File: config.mk
export PLATFORM = sky130hd
export DESIGN_NAME = ptb_core
export DESIGN_NICKNAME = d
export VERILOG_FILES = /design/src/include/ptb_pkg.sv /design/src/core/ptb_entry_mem.sv /design/src/core/ptb_core.sv
export SDC_FILE = /design/constraint.sdc
export NUM_CORES = 2
export LEC_CHECK = 0
export BUFFER_PORTS_ARGS = -buffer_cell sky130_fd_sc_hd__buf_2
export CAP_MARGIN = 15
export CORE_AREA = 3 3 341 343
export CTS_BUF_LIST = sky130_fd_sc_hd__clkbuf_8
export DETAILED_ROUTE_END_ITERATION = 7
export DIE_AREA = 0 0 344 346
export PLACE_DENSITY_LB_ADDON = 0.25
export SLEW_MARGIN = 20
export SYNTH_ARGS = -nofsm -noshare
export SYNTH_HDL_FRONTEND = slang
export SYNTH_SLANG_ARGS = --single-unit
File: constraint.sdc
create_clock -name clk -period 4.1 [get_ports clk]
set_input_delay 0.82 -clock clk [delete_from_list [all_inputs] [get_ports clk]]
set_output_delay 0.82 -clock clk [all_outputs]
set_load 0.005 [all_outputs]
File: src/include/ptb_pkg.sv
/*
 * ptb_pkg: shared constants for the transmit buffer pool and credit tracker.
 * Assumes a single clock domain and APB register access with 32-bit data.
 */
package ptb_pkg;
    // tlp class codes on the load, send and receive ports
    localparam logic [1:0] CLS_POSTED = 2'h0;
    localparam logic [1:0] CLS_NONPOSTED = 2'h1;
    localparam logic [1:0] CLS_COMPLETION = 2'h2;
    localparam logic [1:0] CLS_ATOMIC = 2'h3;
    // credit pool indices
    localparam int POOL_P = 0;
    localparam int POOL_NP = 1;
    localparam int POOL_CPL = 2;
    // credit view select codes
    localparam logic [2:0] VIEW_RX_AVAIL = 3'h0;
    localparam logic [2:0] VIEW_RX_LIMIT = 3'h1;
    localparam logic [2:0] VIEW_RX_USED = 3'h2;
    localparam logic [2:0] VIEW_TX_AVAIL = 3'h4;
    localparam logic [2:0] VIEW_TX_LIMIT = 3'h5;
    localparam logic [2:0] VIEW_TX_USED = 3'h6;
    localparam logic [7:0] HDR_INFINITE = 8'h7f;
    localparam logic [11:0] DATA_INFINITE = 12'h7ff;
    localparam int DW_PER_DATA_CREDIT = 4;
    localparam int HDR_DW_MAX = 4;
    localparam int DIGEST_DW = 1;
    // register map
    localparam logic [7:0] REG_CTRL = 8'h00;
    localparam logic [7:0] REG_STATUS = 8'h04;
    localparam logic [7:0] REG_DEVCTL = 8'h08;
    localparam logic [7:0] REG_CONFIG = 8'h0c;
    localparam int CTRL_TX_ENABLE = 0;
    localparam logic [31:0] CTRL_RESET = 32'h0000_0001;
    localparam int STATUS_INFLIGHT_LSB = 8;
    localparam int STATUS_NP_BLOCKED = 16;
    localparam int CONFIG_PERF_BIT = 16;
    localparam int CONFIG_EP_BIT = 17;

    function automatic int pool_size(input int payload, input bit high);
        case (payload)
            128: return high ? 32 : 26;
            256: return high ? 29 : 14;
            512: return high ? 30 : 15;
            default: return high ? 31 : 15;
        endcase
    endfunction

    function automatic int pd_init(input int payload, input bit high);
        case (payload)
            128, 256: return high ? 154 : 77;
            512: return high ? 308 : 154;
            default: return high ? 616 : 308;
        endcase
    endfunction

    function automatic int ph_init(input bit high);
        return high ? 32 : 22;
    endfunction

    function automatic int cplh_init(input bit high);
        return high ? 36 : 26;
    endfunction

    localparam int NPH_INIT = 12;
    localparam int NPD_INIT = 12;
endpackage

File: src/core/ptb_entry_mem.sv
/*
 * ptb_entry_mem: small descriptor store, one write port and one read port.
 * Read data come from a register one edge after the address; the caller
 * allows for that latency.
 */
`timescale 1ns/1ps
module ptb_entry_mem #(
    parameter int WIDTH = 17,
    parameter int DEPTH = 32
) (
    input wire logic clk,
    input wire logic wr_en,
    input wire logic [$clog2(DEPTH)-1:0] wr_addr,
    input wire logic [WIDTH-1:0] wr_data,
    input wire logic [$clog2(DEPTH)-1:0] rd_addr,
    output logic [WIDTH-1:0] rd_data
);
    logic [WIDTH-1:0] mem [DEPTH];

    initial begin
        if (DEPTH < 2 || WIDTH < 1) begin
            $error("ptb_entry_mem: bad size");
        end
    end

    always_ff @(posedge clk) begin
        if (wr_en) begin
            mem[wr_addr] <= wr_data;
        end
        rd_data <= mem[rd_addr];
    end
endmodule

File: src/core/ptb_core.sv
/*
 * ptb_core: transmit buffer pool with ordered send and non-posted bypass,
 * plus receive and transmit flow-control credit tracking and views.
 * Assumes one clock; all inputs come from logic on that clock; the link
 * layer pulses link_ack once per acknowledged tlp, oldest first.
 */
`timescale 1ns/1ps
module ptb_core #(
    parameter int PAYLOAD_BYTES = 256,
    parameter bit HIGH_PERF = 1'b1,
    parameter bit ENDPOINT = 1'b1,
    parameter bit X8_GEN2_128 = 1'b0
) (
    input wire logic clk,
    input wire logic rst,
    input wire logic psel,
    input wire logic penable,
    input wire logic pwrite,
    input wire logic [7:0] paddr,
    input wire logic [31:0] pwdata,
    output logic [31:0] prdata,
    output logic pready,
    output logic pslverr,
    input wire logic user_load_valid,
    input wire logic [1:0] user_load_class,
    input wire logic [8:0] user_load_len,
    output logic user_load_ready,
    input wire logic config_management_unit_valid,
    input wire logic [1:0] config_management_unit_class,
    input wire logic [8:0] config_management_unit_len,
    output logic config_management_unit_ready,
    output logic [5:0] transmit_buffers_free,
    input wire logic np_credit_blocked,
    input wire logic link_ack,
    output logic tx_send_valid,
    output logic [1:0] tx_send_class,
    output logic [8:0] tx_send_len,
    input wire logic rx_write_valid,
    input wire logic [1:0] rx_write_class,
    input wire logic [8:0] rx_write_len,
    input wire logic rx_read_valid,
    input wire logic [1:0] rx_read_class,
    input wire logic [8:0] rx_read_len,
    input wire logic fc_update_valid,
    input wire logic [1:0] fc_update_class,
    input wire logic [7:0] fc_update_hdr,
    input wire logic [11:0] fc_update_data,
    input wire logic [2:0] credit_view_select,
    output logic [7:0] posted_header_credits,
    output logic [11:0] posted_data_credits,
    output logic [7:0] nonposted_header_credits,
    output logic [11:0] nonposted_data_credits,
    output logic [7:0] completion_header_credits,
    output logic [11:0] completion_data_credits,
    input wire logic [15:0] device_control_in,
    output logic [15:0] device_control
);
    localparam int POOL = ptb_pkg::pool_size(PAYLOAD_BYTES, HIGH_PERF);
    localparam int BUF_DW = ptb_pkg::HDR_DW_MAX + PAYLOAD_BYTES / 4 + ptb_pkg::DIGEST_DW;
    localparam logic [5:0] POOL6 = 6'(POOL);
    localparam int EW = 17;

    initial begin
        if (!(PAYLOAD_BYTES inside {128, 256, 512, 1024})) begin
            $error("ptb_core: payload capability not supported");
        end
        if (PAYLOAD_BYTES == 1024 && X8_GEN2_128) begin
            $error("ptb_core: 1024 bytes not offered on this datapath");
        end
        if (BUF_DW >= 512) begin
            $error("ptb_core: buffer words exceed the length field");
        end
    end

    typedef enum logic [0:0] {ST_WAIT = 1'b0, ST_PICK = 1'b1} ptb_sched_e;

    function automatic logic [1:0] pool_of(input logic [1:0] cls);
        if (cls == ptb_pkg::CLS_POSTED) return 2'h0;
        if (cls == ptb_pkg::CLS_COMPLETION) return 2'h2;
        return 2'h1;
    endfunction

    function automatic logic [11:0] data_credits(input logic [8:0] len_dw);
        return 12'((len_dw + 9'(ptb_pkg::DW_PER_DATA_CREDIT - 1)) >> 2);
    endfunction

    // ---------------- load, buffer pool, send ----------------
    logic [5:0] free_q, free_d, inflight_q, inflight_d;
    logic [5:0] seq_q, seq_d;
    logic [4:0] wp_q [2], wp_d [2], rp_q [2], rp_d [2];
    logic [5:0] cnt_q [2], cnt_d [2], vis_q [2];
    logic [EW-1:0] head [2];
    logic wr_en [2];
    logic [EW-1:0] wr_entry;
    ptb_sched_e st_q, st_d;
    logic send_d, uready_d, cready_d;
    logic [1:0] send_cls_d;
    logic [8:0] send_len_d;
    logic [31:0] ctrl_q, ctrl_d;
    logic acc_user, acc_cfg, take, release_buf, pick_np, pick_pc;
    logic [1:0] ld_cls;
    logic [8:0] ld_len;
    logic np_older;

    assign acc_cfg = config_management_unit_valid && config_management_unit_ready;
    assign acc_user = user_load_valid && user_load_ready && !acc_cfg;
    assign take = acc_cfg || acc_user;
    assign ld_cls = acc_cfg ? config_management_unit_class : user_load_class;
    assign ld_len = acc_cfg ? config_management_unit_len : user_load_len;
    assign wr_entry = {ld_cls, seq_q, ld_len};
    assign release_buf = link_ack && inflight_q != 6'h0;
    assign np_older = 6'(head[0][14:9] - head[1][14:9]) >= 6'h20;

    for (genvar g = 0; g < 2; g++) begin : g_queue
        assign wr_en[g] = take && ((pool_of(ld_cls) == 2'h1) == (g == 0));
        ptb_entry_mem #(.WIDTH(EW), .DEPTH(32)) u_mem (
            .clk(clk),
            .wr_en(wr_en[g]),
            .wr_addr(wp_q[g]),
            .wr_data(wr_entry),
            .rd_addr(rp_q[g]),
            .rd_data(head[g])
        );
    end

    always_comb begin
        pick_np = 1'b0;
        pick_pc = 1'b0;
        if (st_q == ST_PICK && ctrl_q[ptb_pkg::CTRL_TX_ENABLE]) begin
            if (vis_q[0] != 6'h0 && !np_credit_blocked &&
                    (vis_q[1] == 6'h0 || np_older)) begin
                pick_np = 1'b1;
            end else if (vis_q[1] != 6'h0) begin
                pick_pc = 1'b1;
            end
        end
        st_d = (pick_np || pick_pc) ? ST_WAIT : ST_PICK;
        send_d = pick_np || pick_pc;
        send_cls_d = pick_np ? head[0][16:15] : head[1][16:15];
        send_len_d = pick_np ? head[0][8:0] : head[1][8:0];
        for (int q = 0; q < 2; q++) begin
            wp_d[q] = wr_en[q] ? wp_q[q] + 5'h1 : wp_q[q];
            rp_d[q] = ((q == 0) ? pick_np : pick_pc) ? rp_q[q] + 5'h1 : rp_q[q];
            cnt_d[q] = cnt_q[q] + {5'h0, wr_en[q]} - {5'h0, rp_d[q] != rp_q[q]};
        end
        seq_d = take ? seq_q + 6'h1 : seq_q;
        // one whole buffer per tlp, whatever its length
        free_d = free_q - {5'h0, take} + {5'h0, release_buf};
        inflight_d = inflight_q + {5'h0, send_d} - {5'h0, release_buf};
        cready_d = free_d != 6'h0;
        uready_d = free_d != 6'h0 && !(config_management_unit_valid && cready_d);
    end

    always_ff @(posedge clk) begin
        if (rst) begin
            st_q <= ST_PICK;
            free_q <= POOL6;
            inflight_q <= 6'h0;
            seq_q <= 6'h0;
            wp_q <= '{5'h0, 5'h0};
            rp_q <= '{5'h0, 5'h0};
            cnt_q <= '{6'h0, 6'h0};
            vis_q <= '{6'h0, 6'h0};
            tx_send_valid <= 1'b0;
            tx_send_class <= 2'h0;
            tx_send_len <= 9'h0;
            user_load_ready <= 1'b0;
            config_management_unit_ready <= 1'b0;
            transmit_buffers_free <= 6'h0;
        end else begin
            st_q <= st_d;
            free_q <= free_d;
            inflight_q <= inflight_d;
            seq_q <= seq_d;
            wp_q <= wp_d;
            rp_q <= rp_d;
            cnt_q <= cnt_d;
            vis_q <= cnt_q;
            tx_send_valid <= send_d;
            tx_send_class <= send_cls_d;
            tx_send_len <= send_len_d;
            user_load_ready <= uready_d;
            config_management_unit_ready <= cready_d;
            transmit_buffers_free <= free_d;
        end
    end

    // ---------------- credit accounting ----------------
    logic [7:0] rxh_in_q [3], rxh_out_q [3], txh_used_q [3], txh_lim_q [3];
    logic [11:0] rxd_in_q [3], rxd_out_q [3], txd_used_q [3], txd_lim_q [3];
    logic [7:0] rxh_in_d [3], rxh_out_d [3], txh_used_d [3], txh_lim_d [3];
    logic [11:0] rxd_in_d [3], rxd_out_d [3], txd_used_d [3], txd_lim_d [3];
    logic [7:0] h_init [3];
    logic [11:0] d_init [3];
    logic [7:0] h_av [3], h_lim [3], h_view [3];
    logic [11:0] d_av [3], d_lim [3], d_view [3];
    logic [2:0] view_q, view_d;
    logic [1:0] wp, rpl, sp, up;

    assign h_init = '{8'(ptb_pkg::ph_init(HIGH_PERF)), 8'(ptb_pkg::NPH_INIT),
        8'(ptb_pkg::cplh_init(HIGH_PERF))};
    assign d_init = '{12'(ptb_pkg::pd_init(PAYLOAD_BYTES, HIGH_PERF)),
        12'(ptb_pkg::NPD_INIT), 12'(ptb_pkg::pd_init(PAYLOAD_BYTES, HIGH_PERF))};
    assign wp = pool_of(rx_write_class);
    assign rpl = pool_of(rx_read_class);
    assign sp = pool_of(tx_send_class);
    assign up = pool_of(fc_update_class);

    always_comb begin
        view_d = credit_view_select;
        for (int p = 0; p < 3; p++) begin
            rxh_in_d[p] = rxh_in_q[p];
            rxd_in_d[p] = rxd_in_q[p];
            rxh_out_d[p] = rxh_out_q[p];
            rxd_out_d[p] = rxd_out_q[p];
            txh_used_d[p] = txh_used_q[p];
            txd_used_d[p] = txd_used_q[p];
            txh_lim_d[p] = txh_lim_q[p];
            txd_lim_d[p] = txd_lim_q[p];
            if (rx_write_valid && wp == 2'(p)) begin
                rxh_in_d[p] = rxh_in_q[p] + 8'h1;
                rxd_in_d[p] = rxd_in_q[p] + data_credits(rx_write_len);
            end
            if (rx_read_valid && rpl == 2'(p)) begin
                rxh_out_d[p] = rxh_out_q[p] + 8'h1;
                rxd_out_d[p] = rxd_out_q[p] + data_credits(rx_read_len);
            end
            if (tx_send_valid && sp == 2'(p)) begin
                txh_used_d[p] = txh_used_q[p] + 8'h1;
                txd_used_d[p] = txd_used_q[p] + data_credits(tx_send_len);
            end
            if (fc_update_valid && up == 2'(p)) begin
                txh_lim_d[p] = fc_update_hdr;
                txd_lim_d[p] = fc_update_data;
            end
            h_lim[p] = h_init[p] + rxh_out_q[p];
            d_lim[p] = d_init[p] + rxd_out_q[p];
            h_av[p] = (h_lim[p] - rxh_in_q[p]) > h_init[p] ? 8'h0 : h_lim[p] - rxh_in_q[p];
            d_av[p] = (d_lim[p] - rxd_in_q[p]) > d_init[p] ? 12'h0 : d_lim[p] - rxd_in_q[p];
            if (ENDPOINT && p == ptb_pkg::POOL_CPL) begin
                h_lim[p] = 8'h0;
                d_lim[p] = 12'h0;
            end
            unique case (view_q)
                ptb_pkg::VIEW_RX_AVAIL: begin
                    h_view[p] = h_av[p];
                    d_view[p] = d_av[p];
                end
                ptb_pkg::VIEW_RX_LIMIT: begin
                    h_view[p] = h_lim[p];
                    d_view[p] = d_lim[p];
                end
                ptb_pkg::VIEW_RX_USED: begin
                    h_view[p] = rxh_in_q[p];
                    d_view[p] = rxd_in_q[p];
                end
                ptb_pkg::VIEW_TX_AVAIL: begin
                    h_view[p] = txh_lim_q[p] == 8'h0 ? ptb_pkg::HDR_INFINITE
                        : txh_lim_q[p] - txh_used_q[p];
                    d_view[p] = txd_lim_q[p] == 12'h0 ? ptb_pkg::DATA_INFINITE
                        : txd_lim_q[p] - txd_used_q[p];
                end
                ptb_pkg::VIEW_TX_LIMIT: begin
                    h_view[p] = txh_lim_q[p];
                    d_view[p] = txd_lim_q[p];
                end
                ptb_pkg::VIEW_TX_USED: begin
                    h_view[p] = txh_used_q[p];
                    d_view[p] = txd_used_q[p];
                end
                default: begin
                    h_view[p] = 8'h0;
                    d_view[p] = 12'h0;
                end
            endcase
        end
    end

    always_ff @(posedge clk) begin
        if (rst) begin
            view_q <= 3'h0;
            rxh_in_q <= '{8'h0, 8'h0, 8'h0};
            rxh_out_q <= '{8'h0, 8'h0, 8'h0};
            txh_used_q <= '{8'h0, 8'h0, 8'h0};
            txh_lim_q <= '{8'h0, 8'h0, 8'h0};
            rxd_in_q <= '{12'h0, 12'h0, 12'h0};
            rxd_out_q <= '{12'h0, 12'h0, 12'h0};
            txd_used_q <= '{12'h0, 12'h0, 12'h0};
            txd_lim_q <= '{12'h0, 12'h0, 12'h0};
            {posted_header_credits, nonposted_header_credits} <= 16'h0;
            completion_header_credits <= 8'h0;
            {posted_data_credits, nonposted_data_credits} <= 24'h0;
            completion_data_credits <= 12'h0;
            device_control <= 16'h0;
        end else begin
            view_q <= view_d;
            rxh_in_q <= rxh_in_d;
            rxh_out_q <= rxh_out_d;
            txh_used_q <= txh_used_d;
            txh_lim_q <= txh_lim_d;
            rxd_in_q <= rxd_in_d;
            rxd_out_q <= rxd_out_d;
            txd_used_q <= txd_used_d;
            txd_lim_q <= txd_lim_d;
            posted_header_credits <= h_view[0];
            nonposted_header_credits <= h_view[1];
            completion_header_credits <= h_view[2];
            posted_data_credits <= d_view[0];
            nonposted_data_credits <= d_view[1];
            completion_data_credits <= d_view[2];
            device_control <= device_control_in;
        end
    end

    // ---------------- apb slave ----------------
    logic setup;
    logic [31:0] rdata_d;
    logic err_d;

    assign setup = psel && !penable;

    always_comb begin
        ctrl_d = ctrl_q;
        if (psel && penable && pready && pwrite && paddr == ptb_pkg::REG_CTRL) begin
            ctrl_d = {31'h0, pwdata[ptb_pkg::CTRL_TX_ENABLE]};
        end
        err_d = 1'b0;
        case (paddr)
            ptb_pkg::REG_CTRL: rdata_d = ctrl_q;
            ptb_pkg::REG_STATUS: rdata_d = {15'h0, np_credit_blocked, 2'h0, inflight_q,
                2'h0, free_q};
            ptb_pkg::REG_DEVCTL: rdata_d = {16'h0, device_control};
            ptb_pkg::REG_CONFIG: rdata_d = {14'h0, ENDPOINT, HIGH_PERF, 5'h0,
                11'(PAYLOAD_BYTES)};
            default: begin
                rdata_d = 32'h0;
                err_d = 1'b1;
            end
        endcase
    end

    always_ff @(posedge clk) begin
        if (rst) begin
            ctrl_q <= ptb_pkg::CTRL_RESET;
            pready <= 1'b0;
            prdata <= 32'h0;
            pslverr <= 1'b0;
        end else begin
            ctrl_q <= ctrl_d;
            pready <= setup;
            prdata <= (setup && !pwrite) ? rdata_d : 32'h0;
            pslverr <= setup && err_d;
        end
    end

    // ---------------- checks ----------------
    logic pool_ok;
    assign pool_ok = free_q + inflight_q + cnt_q[0] + cnt_q[1] == POOL6;

    pool_sum_a: assert property (@(posedge clk) disable iff (rst) pool_ok)
        else $error("free, pending and in-flight buffers do not add up");
    free_out_a: assert property (@(posedge clk) disable iff (rst)
        !$past(rst) |-> transmit_buffers_free == free_q)
        else $error("free buffer output does not match pool count");
    ack_free_a: assert property (@(posedge clk) disable iff (rst)
        (release_buf && !take) |=> free_q == $past(free_q) + 6'h1)
        else $error("acknowledge did not free a buffer");
    load_take_a: assert property (@(posedge clk) disable iff (rst)
        (take && !release_buf) |=> free_q == $past(free_q) - 6'h1)
        else $error("accepted tlp did not consume a whole buffer");
    np_hold_a: assert property (@(posedge clk) disable iff (rst)
        pick_np |-> !np_credit_blocked)
        else $error("non-posted sent while blocked");
    order_keep_a: assert property (@(posedge clk) disable iff (rst)
        (pick_pc && vis_q[0] != 6'h0 && np_older) |-> np_credit_blocked)
        else $error("younger tlp passed an unblocked non-posted");
    view_delay_a: assert property (@(posedge clk) disable iff (rst)
        (credit_view_select == ptb_pkg::VIEW_RX_USED ##1
        credit_view_select == ptb_pkg::VIEW_RX_USED) |=>
        posted_header_credits == $past(rxh_in_q[0]))
        else $error("credit view not presented two cycles after select");
    drain_init_a: assert property (@(posedge clk) disable iff (rst)
        (rxh_in_q[1] == rxh_out_q[1]) |-> h_av[1] == h_init[1])
        else $error("drained non-posted header credits not back at initial value");
    devctl_a: assert property (@(posedge clk) disable iff (rst)
        ##1 device_control == $past(device_control_in))
        else $error("device control output not following its source");
    apb_ready_a: assert property (@(posedge clk) disable iff (rst)
        (psel && !penable) |=> pready)
        else $error("register access not answered in one cycle");
endmodule

# == Word-level counts from Yosys, hierarchy flattened ==
# Memory sizes are Yosys's and may differ from the RTL's. A register that Yosys moved wholly into a read port is not among the register bits.
# Cells that the tools add are included.
# totals
regBits,437
mem_bits_rw,1088
in_bits,137
out_inout_bits,130
elab_cells,275
memories,2
# memory_table
name,depth,width,read_ports,rd_clocked_by_memory_dff,wr,line,rtl
g_queue[0].u_mem.mem,32,17,1,1,1,ptb_entry_mem.sv:18,logic [WIDTH-1:0] mem [DEPTH];
g_queue[1].u_mem.mem,32,17,1,1,1,ptb_entry_mem.sv:18,
# op_classes
add_sub_neg,53
magnitude_cmp,7
n_eq_ne,24
n_mux,71
bitwise,2
reduce_logical,62
# op_table
cell,n
case mux 12 bit (6 select lines),2
case mux 8 bit (6 select lines),2
adder 12 x 10 -> 12 bit,6
"adder 8 x 1 -> 8 bit, second input constant",9
two-way mux 12 bit,6
case mux 18 bit (4 select lines),1
subtractor 12 bit,6
case mux 12 bit (5 select lines),1
two-way mux 8 bit,6
subtractor 8 bit,6
two-way mux 2 bit,22
case mux 8 bit (5 select lines),1
adder 12 x 8 -> 12 bit,3
logical NOT 12 bit,3
logical NOT 8 bit,4
"adder 9 x 2 -> 10 bit, second input constant",3
logical AND 1 bit,30
two-way mux 1 bit,26
adder 6 x 1 -> 6 bit,4
"adder 8 x 12 -> 12 bit, first input constant",2
"> comparator 12 x 8 -> 1 bit, second input constant",2
nonzero test 6 bit,4
subtractor 6 x 1 -> 6 bit,4
"adder 5 x 1 -> 5 bit, second input constant",4
27 further kinds,62

# == Longest topological paths before layout ==
# depth
depth_word,12
mapped_depth,21
depth_no_buf,19

# == By module ==
# Synthesis repeated with hierarchy kept, for this count alone.
# hier_totals
hier_cells,5662
hier_area_um2,69942.1
# by_module_without_submodules
module,n_inst,cells_per_inst,area_each_um2,seq_area_each_um2
ptb_entry_mem,2,1212,21737.1,16676.0
ptb_core,1,3238,26467.9,8428.1

# == Worst setup path after synthesis ==
# No wires, ideal clock.
# synth_timing
path_type,input-to-reg
from,input port np_credit_blocked
to,register inflight_q[4]
setup_time_ns,0.128
arrival_time_ns,3.200
required_ns,3.972
setup_slack_ns,0.772
path_stages,17
n_path_buf,2
path_cell_list,a21oi_1 and3_1 o31a_1 buf_2 buf_2 nor2_1 ha_1 inv_1 ha_1 inv_1 fa_1 inv_1 a21oi_1 nor2_1 nor2_1 xor2_1 nor2_1
# synth_via
elab_chain_len,8
elab_cells_between_ends,10
classes_between,2 x add/sub; 4 x mux; 4 x reduce/logical
# synth_rtl
element,line,rtl
"start, declared",ptb_core.sv:33,"input wire logic np_credit_blocked,"
logical NOT 1 bit *,ptb_core.sv:130,if (vis_q[0] != 6'h0 && !np_credit_blocked &&
logical AND 1 bit * (2 in series),ptb_core.sv:130,
two-way mux 1 bit,ptb_core.sv:130,
two-way mux 1 bit,ptb_core.sv:129,if (st_q == ST_PICK && ctrl_q[ptb_pkg::CTRL_TX_ENABLE]) begin
logical OR 1 bit *,ptb_core.sv:138,send_d = pick_np || pick_pc;
adder 6 x 1 -> 6 bit *,ptb_core.sv:149,"inflight_d = inflight_q + {5'h0, send_d} - {5'h0, release_buf};"
subtractor 6 x 1 -> 6 bit *,ptb_core.sv:149,
"end signal, assigned",ptb_core.sv:173,inflight_q <= inflight_d;
"end, declared",ptb_core.sv:88,"logic [5:0] free_q, free_d, inflight_q, inflight_d;"
# Every way passes the cells marked *; elsewhere a longest branch is shown, timed or not.
# A chain may end at the register's enable or synchronous reset.

# == Worst setup path in the final report ==
# layout_timing
from,register rxd_out_q[25] (netlist bit)
to,register posted_data_credits[6]
# layout_via
elab_chain_len,5
# layout_rtl
element,line,rtl
"start, declared",ptb_core.sv:190,"logic [11:0] rxd_in_q [3], rxd_out_q [3], txd_used_q [3], txd_lim_q [3];"
"start signal, assigned",ptb_core.sv:287,"rxd_out_q <= '{12'h0, 12'h0, 12'h0};"
"start signal, assigned",ptb_core.sv:302,rxd_out_q <= rxd_out_d;
adder 8 x 12 -> 12 bit *,ptb_core.sv:237,d_lim[p] = d_init[p] + rxd_out_q[p];
subtractor 12 bit,ptb_core.sv:239,d_av[p] = (d_lim[p] - rxd_in_q[p]) > d_init[p] ? 12'h0 : d_lim[p] - rxd_in_q[p];
> comparator 12 x 8 -> 1 bit,ptb_core.sv:239,
two-way mux 12 bit,ptb_core.sv:239,
case mux 12 bit (6 select lines) *,ptb_core.sv:244,unique case (view_q)
"end signal, assigned",ptb_core.sv:308,posted_data_credits <= d_view[0];
"end, declared",ptb_core.sv:50,"output logic [11:0] posted_data_credits,"
# Marks and branches as above.

==> summary.md <==
| Metric | Value |
|---|---|
| Status | finished, final reports clean |
| WL/cell | 24.3 µm |
| Initial Util | 0.607 |
| Total wire length | 173000 µm |
| Flop pwr share | 0.469 |
| Int Pwr | roughly 27 mW |
| Top post-synthesis cells by count | edfxtp_1, dfxtp_1, nand2_1 |
| Post-synth EDFFs | around 1100 |
| Final Hold Fails | 0 |
| CP delay by family, top | compound AO/OA/AOI/OAI gates |
| Core area | between 100000 and 150000 µm² |
| Hold Crit Depth | 2 |
| Yosys top cell area share | 0.473 |
| GRT overflow | 0 |
| Slowest-stage cell, CP | dfxtp_1 |
| Clk root buf | clkbuf_8 |
| Nets | 5802 |
| Final worst path period share | 0.880 |
| Startpoint Class | flip-flop |
| Setup TNS | 0 ps |
| HP Class | primary input to flip-flop |
| Pre-Repair DR Iteration Count | 7 |
| Num Clock Sinks | 1543 |
| Final setup margin | 490 ps |
| DRC | 0 |
| Vias in the first global route | 43240 |
| Net switching power | 10.9 mW |
| Largest cells by area after synthesis | edfxtp_1, dfxtp_1, mux4_2 |
| Gr usage total | 0.292 |
| Synth unique cells | 91 |
| Count leader, synth | edfxtp_1 |
| Cell taking the most area after synthesis | edfxtp_1 |
| Max FO, Critical Path | 8 |
| Layout cells sized above 1 | 0.219 |
| Max clock buf depth | 3 |
| Initial antenna violation count | 7 |
| Port bufs | 221 |
| Complex-gate fraction of the synthesized area | 0.0764 |
| Power, Total | 38.2 mW |
| First-pass GRT wire length | 261000 µm |
| Worst path depth | 12 |
| Maximum VDD drop | 0.000444 V |
| Ports | around 270 |
| Fin crit period | 3610 ps |
| H-tree depth | 4 |
| Vias after detailed routing | 43692 |
| Max Clk Rate | about 280 MHz |
| CTS tree | yes |
| Final std cells w/o fill | 7112 |
| CP cell instances | a21oi_1 > nand2b_1 > a31oi_1 > xnor2_1 > ha_1 > nand2_1 > or3_1 > o211ai_1 > a21oi_1 > xnor2_1 > nand4bb_1 > o32ai_1 |
| Post-synth ARST share | 0 |
| Crit path buffers/inverters | 0 |
| Hpwl dp | 115000 µm |
| Via/cell ratio | 6.14 |
| Setup violations, final | 0 |
| Clk_lat worst skew | 950 ps |
| Clock power share | 0.326 |
| Synthesized area | 69100 µm² |
| Unrepaired setup endpoints after global routing | no |
| Post-synthesis adder-cell area fraction | 0.0529 |
| Cells on worst reg2reg path | 12 |
| Post-Syn Instances | 4985 |
| Worst-margin pin slew | approximately 1000 ps |
| Die height | 346 µm |
| Synth Flop Type | edfxtp_1 |
| Leak pwr | 27.7 nW |
| MaxCap Viol Count | 0 |
| Largest family of logic cells by synthesized area | multiplexers |
| Crit end category | flip-flop |
| Synth Area in XOR/XNOR | 0.0331 |
| Comb power frac | 0.205 |
| Chip width | 344 µm |
| Clock skew | around 77 ps |
| Slew Limit Fails | 0 |
| Max_slew headroom | 0.335 |
| Setup repair bufs after CTS | 0 |
| Register area share after synthesis | 0.605 |
| Simple-Gate Fraction of Synth Area | 0.0758 |
| Worst hold slack | 87.6 ps |
| CP arrival | 4390 ps |
| Clock Pin Slew Worst Setup and Hold Paths | 60 ps |
| Number of synthesized register bits | 1543 |
| Total power per unit cell area | roughly 490 nW/µm² |
| Peak per-stage delay on the critical path | roughly 580 ps |
| Ys Warns | 0 |
| Syn Area/Cell | ~14 µm² |
| Pre-CTS setup slack | 328 ps |
| # rows | 124 |
| Sw frac | 0.285 |
| Die area | 119000 µm² |
| TritonCTS Buffers | around 240 |
| Area growth from synthesis to layout | 12.3% |
| Mux share of post-synthesis cell area | 0.130 |
| Starting DRT DRC Count | 4221 |
| Routability Congestion | 0.927 |
| Post_cts resized | 0 |
| Largest net degree at the start of global routing | 108 |
| Post-DRT Antenna Nets | 0 |
| Placed Cells | roughly 6700 |
| FILL cells | 7826 |
| Setup CP Type | flip-flop to flip-flop |
| CP required | 4880 ps |
[timing repair]
action	CTS	global route
hold buffers	1	0
endpoints found under the setup margin	0	0
endpoints found under the hold margin	1	0
[final cells by class]
type / count / area, µm² / area share
clock inverter: 176 / 1040 / 0.0134
tap: 1512 / 1890 / 0.0244
clock buffer: 267 / 3670 / 0.0473
multi-input combinational: 2981 / 25700 / 0.331
antenna: 6 / 15.0 / 0.000193
sequential: 1543 / 41800 / 0.539
timing repair buffer: 384 / 2570 / 0.0331
inverter: 243 / 912 / 0.0117
[flip-flops by register name, indices dropped and copies added, names as in the netlist, 18 cells and up]
name / cells
g_queue.u_mem.rd_data: 34
prdata: 18
g_queue.u_mem.mem: 1088
txd_used_q: 36
txh_used_q: 24
rxd_out_q: 36
txd_lim_q: 36
txh_lim_q: 24
rxh_out_q: 24
rxh_in_q: 24
rxd_in_q: 36
[cell usage in the layout (no fill, tap or decap), types with 71 or more instances in the layout]
master,synthesis,layout
clkbuf_8,0,267
nand2_1,389,388
buf_2,33,220
xor2_1,97,97
mux4_2,340,340
a21oi_1,313,312
a21o_1,71,71
ha_1,252,252
dfxtp_1,455,440
edfxtp_1,1088,1088
nor2_1,338,273
o21ai_0,126,126
inv_1,241,320
xnor2_1,160,160
buf_4,16,144
[final timing paths]
path | endpoint | slack [ps] | startpoint
worst max-delay path | posted_data_credits[6] | 490 | rxd_out_q[25]
worst min-delay path | user_load_ready | 90 | config_management_unit_valid
worst max register to register | posted_data_credits[6] | 490 | rxd_out_q[25]
worst min register to register | prdata[15] | 440 | device_control[15]
[per-stage QoR]
step | instance area, µm² | utilization
after floorplan | 69200 | -
after global placement | 72900 | 0.640
final | 77600 | 0.682
after global routing | 77600 | 0.682
after CTS | 77600 | 0.681
after detailed placement | 72900 | 0.640
[metal layers]
| metal | GRT usage | wire length (µm) | share of wire |
|---|---|---|---|
| met1 | 0.392 | 66400 | 0.38 |
| met3 | 0.0584 | 15200 | 0.088 |
| met2 | 0.470 | 83700 | 0.48 |
| met4 | 0.123 | 7380 | 0.043 |
| met5 | 0 | 26 | 0.00015 |
[cell families after synthesis]
| family | Yosys count |
|---|---|
| XOR/XNOR | 259 |
| other | 1 |
| adder cells (fa/ha/maj) | 277 |
| buffers and inverters | 474 |
| flip-flops | 1543 |
| multiplexers | 465 |
| AND/OR/NAND/NOR | 1130 |
| AO/OA/AOI/OAI | 836 |
[power groups by stage]
| stage | clock network, mW | registers [mW] | logic, mW |
|---|---|---|---|
| 2_1_floorplan | 0 | 18.0 | 5.91 |
| 3_3_place_gp | 0 | 18.2 | 7.68 |
| 3_5_place_dp | 0 | 18.3 | 7.83 |
| 4_1_cts | 12.7 | 17.9 | 7.88 |
| 5_1_grt | 13.4 | 18.0 | 8.59 |
| 6_report | 12.5 | 17.9 | 7.84 |
Note: power is estimated with default switching activity, not from simulation.
